==> config.mk <==
export PLATFORM = sky130hd
export DESIGN_NAME = pfsd_top
export DESIGN_NICKNAME = d
export VERILOG_FILES = /design/src/hdl/pfsd_pkg.sv /design/src/hdl/pfsd_strap_latch.sv /design/src/hdl/pfsd_top.sv
export VERILOG_INCLUDE_DIRS = /design/src /design/src/hdl
export SDC_FILE = /design/constraint.sdc
export NUM_CORES = 1
export LEC_CHECK = 0
export BUFFER_PORTS_ARGS = -buffer_cell sky130_fd_sc_hd__buf_4
export CAP_MARGIN = 20
export CORE_ASPECT_RATIO = 1.2
export CORE_UTILIZATION = 40
export CTS_BUF_LIST = sky130_fd_sc_hd__clkbuf_4 sky130_fd_sc_hd__clkbuf_8 sky130_fd_sc_hd__clkbuf_16
export CTS_CLUSTER_DIAMETER = 80
export DETAILED_ROUTE_END_ITERATION = 12
export GPL_TIMING_DRIVEN = 0
export HOLD_SLACK_MARGIN = 0.08
export PLACE_DENSITY = 0.73
export SETUP_SLACK_MARGIN = 0.5
export SLEW_MARGIN = 10
export SYNTH_ARGS = -nofsm -noshare
export SYNTH_HDL_FRONTEND = slang
export SYNTH_SLANG_ARGS = --single-unit
==> constraint.sdc <==
create_clock -name SYS_CLK_IN -period 1.4 [get_ports SYS_CLK_IN]
set_input_delay 0.14 -clock SYS_CLK_IN [delete_from_list [all_inputs] [get_ports SYS_CLK_IN]]
set_output_delay 0.14 -clock SYS_CLK_IN [all_outputs]
set_load 0.1 [all_outputs]
==> src/hdl/pfsd_cfg.svh <==
// Strap defaults, bit positions, mode encodings and port indices for the strap default loader
`ifndef PFSD_CFG_SVH
`define PFSD_CFG_SVH

// ----------------------------------------------------------------
// Soft-strap defaults applied while no pin or loader value exists
// ----------------------------------------------------------------
`define PFSD_DEF_PORT2_DUPLEX   1'h1
`define PFSD_DEF_PORT2_SPEED    1'h1
`define PFSD_DEF_PORT2_AUTONEG  1'h1
`define PFSD_DEF_PORT2_BP       1'h1
`define PFSD_DEF_PORT2_PAUSE    1'h1
`define PFSD_DEF_PORT2_MANUAL   1'h0
`define PFSD_DEF_HOST_BP        1'h1
`define PFSD_DEF_HOST_PAUSE     1'h1
`define PFSD_DEF_HOST_MANUAL    1'h0
`define PFSD_DEF_HB_OFF         1'h0

// ----------------------------------------------------------------
// Register field positions
// ----------------------------------------------------------------
`define PFSD_ADV_10FD_BIT       6
`define PFSD_ADV_SYM_PAUSE_BIT  10
`define PFSD_ADV_WIDTH          16
`define PFSD_HEARTBEAT_TEST_OFF_BIT_BIT         0

// ----------------------------------------------------------------
// Special mode field encodings
// ----------------------------------------------------------------
`define PFSD_MODE_ALL_CAPABLE   3'h7
`define PFSD_MODE_FIXED_MSB     1'h0

// ----------------------------------------------------------------
// Port indices of the flow control bank
// ----------------------------------------------------------------
`define PFSD_PORT2_IDX          0
`define PFSD_HOST_IDX           1
`define PFSD_NUM_FLOW_PORTS     2

`endif

==> src/hdl/pfsd_pkg.sv <==
// Types shared by the strap default loader files
package pfsd_pkg;

  typedef struct packed {
    logic port2_duplex;
    logic port2_speed;
    logic port2_autoneg;
    logic port2_bp;
    logic port2_pause;
    logic port2_manual;
    logic host_bp;
    logic host_pause;
    logic host_manual;
    logic hb_off;
  } pfsd_strap_set_type;

  typedef struct packed {
    logic manual;
    logic bp;
    logic tx;
    logic rx;
  } pfsd_flow_ctrl_type;

  typedef struct packed {
    logic       duplex;
    logic       adv_10fd;
    logic       adv_sym_pause;
    logic [2:0] mode;
  } pfsd_phy_bits_type;

  typedef struct packed {
    logic tx;
    logic rx;
  } pfsd_pause_pair_type;

  typedef enum logic [2:0] {
    ST_SAMPLE = 3'h1,
    ST_APPLY  = 3'h2,
    ST_RUN    = 3'h4
  } pfsd_state_type;

endpackage

==> src/hdl/pfsd_strap_latch.sv <==
// Soft-strap holding register: pin capture or loader override
`timescale 1ns/1ps
`include "pfsd_cfg.svh"

module pfsd_strap_latch (
  input  wire logic                         clk_in,
  input  wire logic                         srst_in,
  input  wire logic                         capture_pins_in,
  input  wire logic                         capture_loader_in,
  input  wire pfsd_pkg::pfsd_strap_set_type pins_in,
  input  wire pfsd_pkg::pfsd_strap_set_type loader_in,
  output pfsd_pkg::pfsd_strap_set_type      straps_out
);

  // ----------------------------------------------------------------
  // Next value selection
  // ----------------------------------------------------------------
  pfsd_pkg::pfsd_strap_set_type next_straps;

  assign next_straps = capture_loader_in ? loader_in  :
                       capture_pins_in   ? pins_in    : straps_out;

  // ----------------------------------------------------------------
  // Storage
  // ----------------------------------------------------------------
  // Pins are caught after release, never inside the reset branch
  always_ff @(posedge clk_in)
  begin
    if (srst_in)
    begin
      straps_out.port2_duplex  <= `PFSD_DEF_PORT2_DUPLEX;
      straps_out.port2_speed   <= `PFSD_DEF_PORT2_SPEED;
      straps_out.port2_autoneg <= `PFSD_DEF_PORT2_AUTONEG;
      straps_out.port2_bp      <= `PFSD_DEF_PORT2_BP;
      straps_out.port2_pause   <= `PFSD_DEF_PORT2_PAUSE;
      straps_out.port2_manual  <= `PFSD_DEF_PORT2_MANUAL;
      straps_out.host_bp       <= `PFSD_DEF_HOST_BP;
      straps_out.host_pause    <= `PFSD_DEF_HOST_PAUSE;
      straps_out.host_manual   <= `PFSD_DEF_HOST_MANUAL;
      straps_out.hb_off        <= `PFSD_DEF_HB_OFF;
    end
    else
    begin
      straps_out <= next_straps;
    end
  end

endmodule // pfsd_strap_latch

==> src/hdl/pfsd_top.sv <==
// Strap default loader for port 2, host port and virtual PHY register bits
`timescale 1ns/1ps
`include "pfsd_cfg.svh"

// Overview of operation
// - Duplex strap sets port 2 duplex default
// - Duplex strap sets 10FD advert, and mode when the autoneg strap is low
// - Backpressure strap sets port 2 backpressure default
// - Pause strap sets port 2 tx/rx pause
// - Manual low: auto-negotiated, symmetric pause advertised
// - Manual high: pause bits rule, no advert
// - Host backpressure strap sets host backpressure default
// - Host pause strap sets host tx/rx pause
// - Host manual strap picks virtual negotiation or bits
// - Heartbeat strap sets heartbeat test off bit
// - Loader values replace soft straps before use
module pfsd_top (
  input  wire logic                          SYS_CLK_IN,
  input  wire logic                          SRST_IN,
  input  wire pfsd_pkg::pfsd_strap_set_type  STRAP_PINS_IN,
  input  wire logic                          LOADER_REQ_IN,
  input  wire pfsd_pkg::pfsd_strap_set_type  LOADER_STRAPS_IN,
  input  wire logic                          PORT2_PHY_WR_IN,
  input  wire pfsd_pkg::pfsd_phy_bits_type   PORT2_PHY_WDATA_IN,
  input  wire logic                          PORT2_FLOW_WR_IN,
  input  wire pfsd_pkg::pfsd_flow_ctrl_type  PORT2_FLOW_WDATA_IN,
  input  wire logic                          HOST_FLOW_WR_IN,
  input  wire pfsd_pkg::pfsd_flow_ctrl_type  HOST_FLOW_WDATA_IN,
  input  wire logic                          VPHY_WR_IN,
  input  wire logic                          VPHY_WDATA_IN,
  input  wire pfsd_pkg::pfsd_pause_pair_type PORT2_AN_PAUSE_IN,
  input  wire pfsd_pkg::pfsd_pause_pair_type HOST_AN_PAUSE_IN,
  output logic                               LOADER_ACK_OUT,
  output logic                               LOAD_BUSY_OUT,
  output logic                               DEFAULTS_LOADED_OUT,
  output pfsd_pkg::pfsd_phy_bits_type        PORT2_PHY_OUT,
  output logic [`PFSD_ADV_WIDTH-1:0]         PORT2_ADV_BITS_OUT,
  output pfsd_pkg::pfsd_flow_ctrl_type       PORT2_FLOW_OUT,
  output pfsd_pkg::pfsd_flow_ctrl_type       HOST_FLOW_OUT,
  output logic                               HEARTBEAT_TEST_OFF_OUT,
  output pfsd_pkg::pfsd_pause_pair_type      PORT2_PAUSE_ACTIVE_OUT,
  output pfsd_pkg::pfsd_pause_pair_type      HOST_PAUSE_ACTIVE_OUT
);

  // ----------------------------------------------------------------
  // Load sequencer
  // ----------------------------------------------------------------
  pfsd_pkg::pfsd_state_type     state;
  pfsd_pkg::pfsd_state_type     next_state;
  pfsd_pkg::pfsd_strap_set_type straps;
  logic                         in_sample;
  logic                         in_apply;
  logic                         in_run;
  logic                         take_loader;

  assign in_sample   = (state == pfsd_pkg::ST_SAMPLE);
  assign in_apply    = (state == pfsd_pkg::ST_APPLY);
  assign in_run      = (state == pfsd_pkg::ST_RUN);
  // Loader holds its request until acknowledged, so no pulse is lost
  assign take_loader = in_run & LOADER_REQ_IN;

  always_comb
  begin
    next_state = state;
    unique case (state)
      pfsd_pkg::ST_SAMPLE : next_state = pfsd_pkg::ST_APPLY;
      pfsd_pkg::ST_APPLY  : next_state = pfsd_pkg::ST_RUN;
      pfsd_pkg::ST_RUN    :
      begin
        if (take_loader)
        begin
          next_state = pfsd_pkg::ST_APPLY;
        end
      end
      default             : next_state = pfsd_pkg::ST_SAMPLE;
    endcase
  end

  always_ff @(posedge SYS_CLK_IN)
  begin
    if (SRST_IN)
    begin
      state <= pfsd_pkg::ST_SAMPLE;
    end
    else
    begin
      state <= next_state;
    end
  end

  assign LOADER_ACK_OUT = take_loader;
  assign LOAD_BUSY_OUT  = ~in_run;

  // ----------------------------------------------------------------
  // Strap holding register
  // ----------------------------------------------------------------
  pfsd_strap_latch u_latch (
    .clk_in            (SYS_CLK_IN),
    .srst_in           (SRST_IN),
    .capture_pins_in   (in_sample),
    .capture_loader_in (take_loader),
    .pins_in           (STRAP_PINS_IN),
    .loader_in         (LOADER_STRAPS_IN),
    .straps_out        (straps)
  );

  // ----------------------------------------------------------------
  // Defaults derived from the straps
  // ----------------------------------------------------------------
  pfsd_pkg::pfsd_phy_bits_type  phy_default;
  pfsd_pkg::pfsd_flow_ctrl_type flow_default [`PFSD_NUM_FLOW_PORTS];
  pfsd_pkg::pfsd_flow_ctrl_type flow_wdata   [`PFSD_NUM_FLOW_PORTS];
  pfsd_pkg::pfsd_flow_ctrl_type flow         [`PFSD_NUM_FLOW_PORTS];
  logic                         flow_wr      [`PFSD_NUM_FLOW_PORTS];
  wire  [2:0]                   fixed_mode;

  assign phy_default.duplex        = straps.port2_duplex;
  assign phy_default.adv_10fd      = straps.port2_duplex;
  assign fixed_mode                = {`PFSD_MODE_FIXED_MSB, straps.port2_speed,
                                      straps.port2_duplex};
  assign phy_default.mode          = straps.port2_autoneg ? `PFSD_MODE_ALL_CAPABLE
                                                          : fixed_mode;
  assign phy_default.adv_sym_pause = ~straps.port2_manual;

  assign flow_default[`PFSD_PORT2_IDX] = '{manual: straps.port2_manual,
                                            bp:     straps.port2_bp,
                                            tx:     straps.port2_pause,
                                            rx:     straps.port2_pause};
  assign flow_default[`PFSD_HOST_IDX]  = '{manual: straps.host_manual,
                                            bp:     straps.host_bp,
                                            tx:     straps.host_pause,
                                            rx:     straps.host_pause};

  assign flow_wr[`PFSD_PORT2_IDX]    = PORT2_FLOW_WR_IN;
  assign flow_wr[`PFSD_HOST_IDX]     = HOST_FLOW_WR_IN;
  assign flow_wdata[`PFSD_PORT2_IDX] = PORT2_FLOW_WDATA_IN;
  assign flow_wdata[`PFSD_HOST_IDX]  = HOST_FLOW_WDATA_IN;

  // ----------------------------------------------------------------
  // Port 2 PHY bits
  // ----------------------------------------------------------------
  // Writes are ignored while a load is under way; the load wins
  logic phy_wr_ok;
  assign phy_wr_ok = in_run & PORT2_PHY_WR_IN;

  always_ff @(posedge SYS_CLK_IN)
  begin
    if (SRST_IN)
    begin
      PORT2_PHY_OUT <= '0;
    end
    else if (in_apply)
    begin
      PORT2_PHY_OUT <= phy_default;
    end
    else if (phy_wr_ok)
    begin
      PORT2_PHY_OUT <= PORT2_PHY_WDATA_IN;
    end
  end

  always_comb
  begin
    PORT2_ADV_BITS_OUT                          = '0;
    PORT2_ADV_BITS_OUT[`PFSD_ADV_10FD_BIT]      = PORT2_PHY_OUT.adv_10fd;
    PORT2_ADV_BITS_OUT[`PFSD_ADV_SYM_PAUSE_BIT] = PORT2_PHY_OUT.adv_sym_pause;
  end

  // ----------------------------------------------------------------
  // Manual flow control banks, one per port
  // ----------------------------------------------------------------
  genvar gi;
  generate
    for (gi = 0; gi < `PFSD_NUM_FLOW_PORTS; gi++)
    begin : g_flow
      always_ff @(posedge SYS_CLK_IN)
      begin
        if (SRST_IN)
        begin
          flow[gi] <= '0;
        end
        else if (in_apply)
        begin
          flow[gi] <= flow_default[gi];
        end
        else if (in_run & flow_wr[gi])
        begin
          flow[gi] <= flow_wdata[gi];
        end
      end
    end
  endgenerate

  assign PORT2_FLOW_OUT = flow[`PFSD_PORT2_IDX];
  assign HOST_FLOW_OUT  = flow[`PFSD_HOST_IDX];

  // Typed pairs; an untyped pattern has no type inside a conditional
  pfsd_pkg::pfsd_pause_pair_type p2_manual_pause;
  pfsd_pkg::pfsd_pause_pair_type host_manual_pause;
  assign p2_manual_pause   = '{tx: PORT2_FLOW_OUT.tx, rx: PORT2_FLOW_OUT.rx};
  assign host_manual_pause = '{tx: HOST_FLOW_OUT.tx, rx: HOST_FLOW_OUT.rx};

  assign PORT2_PAUSE_ACTIVE_OUT = PORT2_FLOW_OUT.manual ? p2_manual_pause
                                                        : PORT2_AN_PAUSE_IN;
  assign HOST_PAUSE_ACTIVE_OUT  = HOST_FLOW_OUT.manual ? host_manual_pause
                                                       : HOST_AN_PAUSE_IN;

  // ----------------------------------------------------------------
  // Virtual PHY heartbeat bit and load indication
  // ----------------------------------------------------------------
  always_ff @(posedge SYS_CLK_IN)
  begin
    if (SRST_IN)
    begin
      HEARTBEAT_TEST_OFF_OUT <= 1'h0;
      DEFAULTS_LOADED_OUT    <= 1'h0;
    end
    else
    begin
      DEFAULTS_LOADED_OUT <= in_apply;
      if (in_apply)
      begin
        HEARTBEAT_TEST_OFF_OUT <= straps.hb_off;
      end
      else if (in_run & VPHY_WR_IN)
      begin
        HEARTBEAT_TEST_OFF_OUT <= VPHY_WDATA_IN;
      end
    end
  end
endmodule // pfsd_top

==> flow_summary.json <==
{
  "synth_compound_area_frac": 0.206,
  "synth.yosys.seq_area_share": 0.420,
  "post_synth_main_area_contributors": "dfxtp_1, edfxtp_1, buf_4",
  "clk_pin_slew_worst_paths_ns": 0.07,
  "final_hold_viol_count": 0,
  "via_count_of_the_first_global_routing_pass": 1600,
  "synth_fa_ha_area_frac": 0,
  "setup.worst_path.start_class": "flip-flop",
  "synth.mux.area_fraction": 0.0477,
  "r2r_slack_ns": 0.01,
  "detail_routed_net_length_per_standard_cell_um": 16.5,
  "yosys.area.top_type_share": 0.267,
  "routed_wl_um": 5230,
  "internal_power_uw": 2800,
  "yosys.cell_count.top_type": "dfxtp_1",
  "detail_route.first_pass.iterations": 4,
  "die_h_um": 70.7,
  "drv_slew": 0,
  "placed_cells_incl_taps": 294,
  "synth_edf_count": 8,
  "final_gp_congestion": 0.763,
  "drt-vias-per-instance": 5.00,
  "die-area_mm2": 0.00419,
  "gate_count_post_synth": 160,
  "grt_use_total": 0.237,
  "clkLatencyLatePin_ns": 0.28,
  "setup-violations-final": 2,
  "drt_iter0_drc": 64,
  "outcome": "finished with violations",
  "postSynthRegisterBits": 29,
  "die_width_um": 59.3,
  "endpoint_kind": "primary output",
  "synth-simple-area-share": 0.195,
  "number_of_antenna_violations_at_the_first_check_in_global_routing": 0,
  "port_buffers": 69,
  "design.core.area_mm2": 0.00369,
  "share_clk_of_total_power": 0.180,
  "sw_frac_of_total": 0.423,
  "synthesis.yosys.warnings": 0,
  "clock_path_buffers": 2,
  "worst_ep_required_time_ns": 1.26,
  "rows": 24,
  "rsz0062_at_grt": "yes",
  "hold_path_class": "in2reg",
  "diodes": 0,
  "worst_clock_skew_ns": 0.00418,
  "power.total_uw": 4850,
  "grt_start_max_net_pins": 11,
  "synth_cell_type_count": 41,
  "post_synth_xor_area_fraction": 0.00556,
  "route.vias.total": 1579,
  "synth_top_family_by_area": "compound AO/OA/AOI/OAI gates",
  "dpl_worst_slack_ns": -0.370,
  "power_frac_seq": 0.277,
  "power.density_mw_per_mm2": 1620,
  "synth.cells.most_frequent": "dfxtp_1, buf_4, nand2_1",
  "power_switching_uw": 2050,
  "postSynth.topFlopCell": "dfxtp_1",
  "failed_checks": "setup timing",
  "cts_htree_levels": 2,
  "final_min_period_over_clock_period": 1.02,
  "worst_setup_path_class": "reg2out",
  "ir_worst_vdd_mv": 0.809,
  "drc": 0,
  "initial_core_utilization": 0.426,
  "grt_first_pass_wirelength_um": 7390,
  "drtAntennaViolNets": 0,
  "cellLeakagePower_uw": 0.00134,
  "cts_buffers": 5,
  "crit_arrival_ns": 1.28,
  "num-nets-final": 309,
  "min_setup_slack_post_route_ns": -0.0221,
  "area_growth_pct": 90.5,
  "cts_tree": "built",
  "top_level_ports": 84,
  "max_clock_freq_ghz": 0.703,
  "cts.sinks": 29,
  "fin_crit_ns": 1.42,
  "async_reset_ff_frac": 0,
  "synth_area_leader_cell": "dfxtp_1",
  "final_layout_size_suffix_gt1_frac": 0.595,
  "dp_hpwl_um": 3060,
  "synth_area_mm2": 0.00157,
  "combPwrFrac": 0.543,
  "root_buffer": "clkbuf_8",
  "finalNonFillerCells": 316,
  "worst-path-max-fanout": 3,
  "maxCapViolCount": 0,
  "total_overflow_reported_by_the_global_router": 0,
  "post_synthesis_average_cell_area_um2": 9.84
}
==> layout by cell type, fill, tap and decap left out, types with 2 or more instances in the layout <==
master	synthesis	layout
a311oi_1	3	3
o21ai_1	7	10
o32ai_1	2	2
buf_4	17	66
a22o_1	8	8
a21oi_1	6	5
dfxtp_4	0	6
conb_1	1	14
buf_6	2	7
buf_12	0	26
clkbuf_2	0	3
nand2_1	11	10
dfxtp_2	0	5
nand3_4	0	2
nor4bb_1	6	6
dfxtp_1	21	10
nor2_1	10	10
nand2b_1	2	2
mux2i_1	3	3
o21ai_0	6	2
edfxtp_1	8	8
nor2_4	1	2
and3_4	0	2
clkbuf_8	0	6
mux2_4	0	4
clkbuf_4	0	2
or3b_4	1	2
a211oi_2	6	7
nor3_1	5	3
==> flip-flops by register name, summed over array words and instances (netlist names) <==
signal and cells:
DEFAULTS_LOADED_OUT 1, PORT2_PHY_OUT 4, u_latch.straps_out 10, PORT2_ADV_BITS_OUT 2, HEARTBEAT_TEST_OFF_OUT 1, flow 8
state 3
==> cells by family (layout without fill, tap and decap cells) <==
kind of cell / count (synthesis) / in the layout
xor+xnor: 1 / 1
other cells: 1 / 14
flops: 29 / 29
mux: 7 / 7
simple gates: 49 / 50
compound gates: 43 / 43
buf+inv: 30 / 120
==> final timing paths <==
kind | to | cells after the start | from
min reg2reg | PORT2_PHY_OUT[1] | 2 | PORT2_PHY_OUT[1]
max reg2reg | PORT2_PHY_OUT[2] | 4 | state[1]
max | PORT2_PAUSE_ACTIVE_OUT[0] | 2 | flow[0][3]
min | state[1] | 2 | SRST_IN
==> through the flow <==
step	util	TNS, ns	hold slack [ns]	area (um2)
floorplan	-	-0.854	0.193	1800
global placement	0.646	-4.02	0.362	2380
detailed placement	0.646	-4.32	0.365	2380
CTS	0.772	0	0.0921	2850
global route	0.812	-0.305	0.107	3000
finish	0.812	-0.0423	0.107	3000
==> final cells by class <==
| class | count | area [um2] |
|---|---|---|
| Fill cell | 218 | 696 |
| Multi-Input combinational cell | 115 | 877 |
| Timing Repair Buffer | 82 | 971 |
| Sequential cell | 29 | 689 |
| Clock inverter | 2 | 33.8 |
| Clock buffer | 6 | 76.3 |
| Inverter | 3 | 41.3 |
| Tap cell | 52 | 65.1 |
| Buffer | 27 | 244 |
==> per-layer routing <==
metal  routed length, um  global-route usage  part of all wire
met4                 102               0.103             0.020
met5                   0                   0                 0
met2                2890               0.433              0.55
met1                2030               0.259              0.39
met3                 198              0.0420             0.038
==> what timing repair did <==
action                     4_1_cts  5_1_grt
cloned                           2        0
pin swaps                        4        5
resized for setup               64       29
hold buffers                     0        0
setup endpoints to repair       61       61
buffers inserted                 7        5
==> critical path: stages (launching register included) <==
cell and delay [ns]:
edfxtp_1 0.48, mux2_4 0.35, buf_12 0.17
==> power groups by stage <==
stage / Combinational, uW / Clock (uW) / Sequential, uW
6_report: 2640 / 875 / 1340
5_1_grt: 2750 / 924 / 1370
4_1_cts: 2480 / 862 / 1310
3_5_place_dp: 2140 / 0 / 1300
3_3_place_gp: 2120 / 0 / 1290
2_1_floorplan: 1260 / 0 / 1780
(Power assumes the default switching activity.)
